**config.mk**
```make
export PLATFORM = sky130hd
export DESIGN_NAME = hbs_top
export DESIGN_NICKNAME = d
export VERILOG_FILES = /design/src/pkg/hbs_pkg.sv /design/src/verilog/hbs_top.sv
export SDC_FILE = /design/constraint.sdc
export NUM_CORES = 1
export LEC_CHECK = 0
export ABC_AREA = 1
export BUFFER_PORTS_ARGS = -buffer_cell sky130_fd_sc_hd__buf_2
export CORE_UTILIZATION = 54
export DETAILED_ROUTE_END_ITERATION = 8
export PLACE_DENSITY = 0.76
export SYNTH_ARGS = -nofsm -noshare
export SYNTH_HDL_FRONTEND = slang
export SYNTH_SLANG_ARGS = --single-unit
```
**constraint.sdc**
```tcl
create_clock -name sys_clk_i -period 4.08 [get_ports sys_clk_i]
set_input_delay 0 -clock sys_clk_i [delete_from_list [all_inputs] [get_ports sys_clk_i]]
set_output_delay 0 -clock sys_clk_i [all_outputs]
set_load 0.005 [all_outputs]
```
**src/pkg/hbs_pkg.sv**
```systemverilog
// Package for the handler bin sorting port: constants, register map, carriers
package hbs_pkg;
	localparam int          DATA_W       = 32;
	localparam int          MEAS_W       = 32;
	localparam int          NUM_BINS     = 6;
	localparam int          NUM_LIMITS   = 5;
	localparam logic [3:0]  ADDR_W       = 4'h4;
	// Register word indices (byte address is four times these)
	localparam logic [3:0]  REG_CTRL     = 4'h0;
	localparam logic [3:0]  REG_STATUS   = 4'h1;
	localparam logic [3:0]  REG_RESULT   = 4'h2;
	localparam logic [3:0]  REG_LIMCNT   = 4'h3;
	localparam logic [3:0]  REG_LIM_BASE = 4'h4;
	localparam logic [3:0]  REG_DONE     = 4'h9;
	localparam logic [3:0]  REG_START    = 4'ha;
	// Control fields
	localparam int          CTRL_EXTTRIG = 0;
	localparam int          CTRL_CURMODE = 1;
	localparam int          CTRL_SEQPAGE = 2;
	localparam int          CTRL_FLASH   = 3;
	// Done register fields
	localparam int          DONE_FLASHOV = 0;
	// Bin numbers
	localparam logic [2:0]  BIN_ZERO     = 3'h0;
	localparam logic [2:0]  BIN_FOUR     = 3'h4;
	localparam logic [2:0]  BIN_FIVE     = 3'h5;
	localparam logic [2:0]  BIN_MAX      = 3'h5;
	localparam logic [5:0]  BINS_OFF     = 6'h3f;
	localparam logic [2:0]  LIMCNT_RST   = 3'h1;
	localparam logic [DATA_W-1:0] RD_ZERO = 32'h0;

	typedef struct packed {
		logic              read;
		logic              write;
		logic [ADDR_W-1:0] address;
		logic [DATA_W-1:0] writedata;
	} hbs_bus_req_t;

	typedef struct packed {
		logic              waitrequest;
		logic [DATA_W-1:0] readdata;
	} hbs_bus_rsp_t;

	typedef struct packed {
		logic [NUM_BINS-1:0] bin_n;
		logic                trig_ready_n;
		logic                data_ready_n;
		logic                test_end_n;
		logic                voltage_on;
		logic                test_start;
	} hbs_handler_out_t;
endpackage

```
**src/verilog/hbs_top.sv**
```systemverilog
// Handler port with bin sorting and an Avalon-MM register slave
`timescale 1ns/10ps
module hbs_top
	import hbs_pkg::*;
(
	// Clock and reset
	input  wire logic                       sys_clk_i,
	input  wire logic                       rstn_i,
	// Avalon-MM slave
	input  wire hbs_pkg::hbs_bus_req_t      bus_req_i,
	output hbs_pkg::hbs_bus_rsp_t           bus_rsp_o,
	// Handler inputs, active low
	input  wire logic                       external_trigger_n_i,
	input  wire logic                       voltage_break_n_i,
	// Measurement result from the measuring core
	input  wire logic [hbs_pkg::MEAS_W-1:0] meas_value_i,
	// Handler outputs
	output hbs_pkg::hbs_handler_out_t       handler_o
);
	import hbs_pkg::*;

	typedef enum logic [1:0] {
		HBS_IDLE = 2'b01,
		HBS_TEST = 2'b10
	} hbs_state_t;

	typedef struct packed {
		hbs_state_t                      state;
		logic [3:0]                      ctrl;
		logic [2:0]                      lim_cnt;
		logic [NUM_LIMITS-1:0][MEAS_W-1:0] lim;
		logic [2:0]                      bin;
		logic [MEAS_W-1:0]               result;
		logic                            trig_q;
		logic                            vbrk_q;
		logic                            sw_start;
		hbs_bus_rsp_t                    rsp;
		hbs_handler_out_t                hout;
	} hbs_all_t;

	hbs_all_t s;
	hbs_all_t next_s;

	// Count of limits strictly below the value gives the bin in ascending order
	function automatic logic [2:0] hbs_rank(input logic [MEAS_W-1:0] v,
		input logic [NUM_LIMITS-1:0][MEAS_W-1:0] l, input logic [2:0] n);
		logic [2:0] r;
		r = 3'h0;
		for (int i = 0; i < NUM_LIMITS; i++) begin
			if ((3'(i) < n) && (v > l[i])) begin
				r = r + 3'h1;
			end
		end
		return r;
	endfunction

	// One-hot active-low bin vector
	function automatic logic [NUM_BINS-1:0] hbs_bin_n(input logic [2:0] b);
		logic [NUM_BINS-1:0] o;
		o = BINS_OFF;
		o[b] = 1'b0;
		return o;
	endfunction

	logic          trig_rise;
	logic          vbrk_rise;
	logic          done_wr;
	logic          flashover;
	logic [2:0]    rank;
	logic [2:0]    pick;
	logic [3:0]    loff;

	always_comb begin
		next_s = s;
		next_s.trig_q = external_trigger_n_i;
		next_s.vbrk_q = voltage_break_n_i;
		next_s.rsp.waitrequest = 1'b1;
		next_s.rsp.readdata = RD_ZERO;
		next_s.hout.data_ready_n = 1'b1;
		next_s.hout.test_start = 1'b0;
		next_s.sw_start = 1'b0;
		// Pin is active low: the handler's rising pulse is a falling pin level
		trig_rise = s.trig_q & ~external_trigger_n_i;
		vbrk_rise = s.vbrk_q & ~voltage_break_n_i;
		done_wr = 1'b0;
		flashover = 1'b0;
		loff = 4'h0;

		// Accept: waitrequest drops one cycle after the request is first seen, read data comes with it
		if ((bus_req_i.read | bus_req_i.write) & s.rsp.waitrequest) begin
			next_s.rsp.waitrequest = 1'b0;
			if (!bus_req_i.write) begin
				case (bus_req_i.address)
					REG_CTRL:   next_s.rsp.readdata = {28'h0, s.ctrl};
					REG_STATUS: next_s.rsp.readdata = {26'h0, s.hout.voltage_on, s.state, s.bin};
					REG_RESULT: next_s.rsp.readdata = s.result;
					REG_LIMCNT: next_s.rsp.readdata = {29'h0, s.lim_cnt};
					default: begin
						if (bus_req_i.address >= REG_LIM_BASE && bus_req_i.address < REG_DONE) begin
							loff = bus_req_i.address - REG_LIM_BASE;
							next_s.rsp.readdata = s.lim[loff[2:0]];
						end
					end
				endcase
			end
		end

		// Commit: a write lands only at the edge where the master sees waitrequest low
		if (bus_req_i.write & ~s.rsp.waitrequest) begin
				case (bus_req_i.address)
					REG_CTRL: begin
						next_s.ctrl = bus_req_i.writedata[3:0];
					end
					REG_LIMCNT: begin
						if (bus_req_i.writedata[2:0] <= 3'(NUM_LIMITS)) begin
							next_s.lim_cnt = bus_req_i.writedata[2:0];
						end
					end
					REG_DONE: begin
						done_wr = 1'b1;
						flashover = bus_req_i.writedata[DONE_FLASHOV];
					end
					REG_START: begin
						next_s.sw_start = 1'b1;
					end
					default: begin
						if (bus_req_i.address >= REG_LIM_BASE && bus_req_i.address < REG_DONE) begin
							loff = bus_req_i.address - REG_LIM_BASE;
							next_s.lim[loff[2:0]] = bus_req_i.writedata;
						end
					end
				endcase
		end

		if (vbrk_rise) begin
			next_s.hout.voltage_on = ~s.hout.voltage_on;
		end

		rank = hbs_rank(meas_value_i, s.lim, s.lim_cnt);
		pick = rank;
		if (s.ctrl[CTRL_SEQPAGE] | s.ctrl[CTRL_FLASH]) begin
			if (rank == 3'h0 || flashover) begin
				pick = BIN_ZERO;
			end else if (rank >= 3'h2) begin
				pick = BIN_FOUR;
			end else begin
				pick = BIN_FIVE;
			end
			if (s.ctrl[CTRL_FLASH]) begin
				pick = (flashover || rank == 3'h0) ? BIN_ZERO : BIN_FIVE;
			end
		end else if (s.lim_cnt == LIMCNT_RST) begin
			if (s.ctrl[CTRL_CURMODE]) begin
				pick = (rank == 3'h0) ? BIN_ZERO : BIN_FIVE;
			end else begin
				pick = (rank == 3'h0) ? BIN_ZERO : BIN_FIVE;
			end
		end else begin
			// Between limit one and two gives bin two, above that the next bins
			pick = (rank + 3'h1 > BIN_MAX) ? BIN_MAX : rank + 3'h1;
			if (rank == 3'h0) begin
				pick = BIN_ZERO;
			end
		end

		case (s.state)
			HBS_IDLE: begin
				next_s.hout.trig_ready_n = 1'b0;
				// Start on trigger edge or software start
				if ((s.ctrl[CTRL_EXTTRIG] & trig_rise) | (~s.ctrl[CTRL_EXTTRIG] & s.sw_start)) begin
					next_s.state = HBS_TEST;
					next_s.hout.trig_ready_n = 1'b1;
					next_s.hout.test_end_n = 1'b1;
					next_s.hout.test_start = 1'b1;
					// Bins released when next test starts
					next_s.hout.bin_n = BINS_OFF;
				end
			end
			HBS_TEST: begin
				next_s.hout.trig_ready_n = 1'b1;
				if (done_wr) begin
					next_s.state = HBS_IDLE;
					next_s.bin = pick;
					next_s.result = meas_value_i;
					next_s.hout.bin_n = hbs_bin_n(pick);
					// Data ready pulse and test end
					next_s.hout.data_ready_n = 1'b0;
					next_s.hout.test_end_n = 1'b0;
				end
			end
			default: begin
				next_s.state = HBS_IDLE;
			end
		endcase
	end

	always_ff @(posedge sys_clk_i or negedge rstn_i) begin
		if (!rstn_i) begin
			s <= '0;
			s.state <= HBS_IDLE;
			s.lim_cnt <= LIMCNT_RST;
			s.trig_q <= 1'b1;
			s.vbrk_q <= 1'b1;
			s.rsp.waitrequest <= 1'b1;
			s.hout.bin_n <= BINS_OFF;
			s.hout.trig_ready_n <= 1'b1;
			s.hout.data_ready_n <= 1'b1;
			s.hout.test_end_n <= 1'b1;
		end else begin
			s <= next_s;
		end
	end

	assign bus_rsp_o = s.rsp;
	assign handler_o = s.hout;
endmodule

```
==> out/qor.yml <==
outcome:
  outcome: "complete, but fails checks"
  violations: "negative setup slack"
floorplan:
  core-area_sq_mm: 0.0279
  initial_utilization_pct: 55.0
  pin_count: 118
  die_h_um: 171
  die-area_sq_mm: 0.0292
  row_count: 61
  die_w_um: 171
setup_path:
  setup.worst_path.start: "s[115]"
  path_buf_inv: 5
  required_ns: 4.55
  r2r_start: "s[115]"
  critPathMaxStageDelay_ns: 0.40
  end_kind: "register"
  crit_fanout: 5
  cp.arrival_ns: 4.73
  crit_path_top_delay_cell: "dfrtp_1"
  r2r_setup_slack_ns: -0.18
  crit_family: "simple AND/OR/NAND/NOR gates"
  critPathLaunchType: "register"
  crit_type: "register to register"
sta:
  rsz0062_at_grt: "true"
  whs_ns: 0.0629
  skew_ns: 0.0224
  max_freq_mhz: 235
  setup_ws_ns: -0.183
  worst_slew_pin_slew_ns: 1.01
  finalHoldViolCount: 0
  min_period_over_period_pct: 104
  maxSlewViolCount: 0
  setup_viol: 8
  relSlewSlack_pct: 32.9
  period_needed_ns: 4.26
clocking:
  h-tree-depth: 1
  clockRootBuffer: "clkbuf_16"
  path_clk_slew_ns: 0.06
  cts.sinks: 251
  cts_tree: "built"
  insertion_delay_ns: 0.56
  cts.path.max_buffers: 3
  cts_buffers: 28
synth:
  synthTopCellsByArea: "dfrtp_1 (39%), ha_1 (14%), nand2_1 (12%), o21ai_0 (7.4%), inv_1 (6.3%)"
  yosys_warnings: 0
  synth_common_cells: "nand2_1 (475), inv_1 (257), dfrtp_1 (237)"
  synthCells: 1889
  yosysTopAreaCellShare_pct: 38.6
  avgSynthCellArea_sq_um: 8.14
  ys_ff_latch: 251
  synthesis.nets: 2132
  yosysMostFrequentCell: "nand2_1"
  synth_edf_count: 0
  ys.flop_type: "dfrtp_1"
  synthArstFlopShare_pct: 100
  synth_area_sq_mm: 0.0154
  synth.distinct_cells: 50
  yosys.area.top_type: "dfrtp_1"
  ys_seq_area_share_pct: 41.0
grt:
  antenna_found_initial: 1
  grt_use_total_pct: 32.8
  overflow: 0
  grt_max_degree: 121
  first_global_vias: 14200
  grt_pass1_wl_mm: 74.4
power:
  irDropWorstVdd_v: 0.000319
  p_leak_nw: 9.75
  p_per_area_mw_per_mm2: 489
cells_and_area:
  area_growth_syn_to_layout_pct: 24.1
  stdcell_count: 2542
  fill_cells: 2237
  nets: 2384
  drive_above_1_share_pct: 19.8
routing:
  drc: 0
  wl_per_cell_um: 18.6
  vias: 14500
  antenna_left: 0
  dr.pass1.iters: 6
  viasPerCell: 5.70
  drt_iter0_drc: 1473
  drt_wl_total_mm: 47.3
place:
  dpl.hpwl_mm: 31.1
  dp_cells: 2385
  routabilityCongestion: 0.931
  port-buffer-count: 117
hold_path:
  hp-class: "input port to asynchronous set/reset pin"
job:
  cap_violations: 0
placed cells by master, fill, tap and decap left out, types with 14 or more instances in the layout:
cell type,instances
dfstp_2,14
o211a_1,25
nand2_1,462
nand3_1,24
clkbuf_16,29
dfrtp_1,237
nor2_1,57
nand2_2,21
dlygate4sd3_1,71
a21oi_1,102
buf_4,137
a221oi_1,31
ha_1,158
o22ai_1,34
o21ai_0,225
inv_1,248
buf_2,116
worst register-to-register path: cells and delay by family (launching register included):
family          cells  cell delay [ns]
compound gates      4             0.73
buf+inv             5             0.26
simple gates       18             1.67
flops               1             0.40
fa+ha+maj           5             1.12
sequential cells by signal (all words and copies together) (netlist names):
| register | cells |
|---|---|
| s | 207 |
| bus_rsp_o | 33 |
| handler_o | 11 |
kinds of logic (layout without fill, tap and decap cells):
group / count (synthesis) / count (layout) / share of synthesized area, %
AO/OA/AOI/OAI: 460 / 460 / 17.5
XOR/XNOR: 1 / 1 / 0.0570
adder cells (fa/ha/maj): 169 / 169 / 13.8
buffers and inverters: 373 / 647 / 10.2
flip-flops: 251 / 251 / 41.0
other: 0 / 1 / 0
AND/OR/NAND/NOR: 635 / 635 / 17.6
final cells by class:
| class | instances | area [sq um] | area share, % |
|---|---|---|---|
| multi-input cells | 1265 | 7860 | 41.2 |
| flip-flops and latches | 251 | 6300 | 33.0 |
| repair buffers | 332 | 2450 | 12.8 |
| inverters | 263 | 992 | 5.20 |
| clock buffers | 33 | 761 | 3.99 |
| well taps | 378 | 473 | 2.48 |
| clock inverters | 19 | 243 | 1.27 |
| diodes | 1 | 2.50 | 0.0131 |
routing by layer:
layer	wire, um	track usage (%)
met5	0	0
met2	22400	55.5
met4	1970	14.8
met3	3770	4.56
met1	19200	41.8
path summary, 6_finish.rpt:
path / to / cells after the start
max: handler_o[5] / 32
min: s[218] / 2
max reg2reg: handler_o[5] / 32
min reg2reg: handler_o[10] / 2
max in group asynchronous: bus_rsp_o[32] / 3
min in group sys_clk_i: s[45] / 2
power breakdown:
part / switching [mW] / internal (mW) / leakage (nW)
clock network: 1.10 / 1.65 / 0.478
registers: 0.299 / 2.99 / 3.29
logic: 1.89 / 1.40 / 5.99
through the flow:
| stage | area [sq um] | util, % | total power [mW] | setup WS (ns) | setup TNS, ns |
|---|---|---|---|---|---|
| finish | 19100 | 68.3 | 9.32 | -0.183 | -0.889 |
| global placement | 16800 | 60.1 | 5.96 | -0.258 | -1.85 |
| floorplan | 15400 | - | 5.10 | 0.0389 | 0 |
| global route | 19100 | 68.3 | 9.88 | -0.424 | -2.99 |
| CTS | 18900 | 67.8 | 9.11 | -0.139 | -0.834 |
| detailed placement | 16800 | 60.1 | 6.08 | -0.386 | -3.06 |
repair_timing:
action | in CTS | in global routing
buffers inserted | 35 | 5
hold buffers | 71 | 0
gates cloned | 0 | 0
resized for setup | 41 | 31
pin swaps | 27 | 26
endpoints found under the hold margin | 324 | 0
endpoints found under the setup margin | 9 | 10
(Power assumes the default switching activity.)
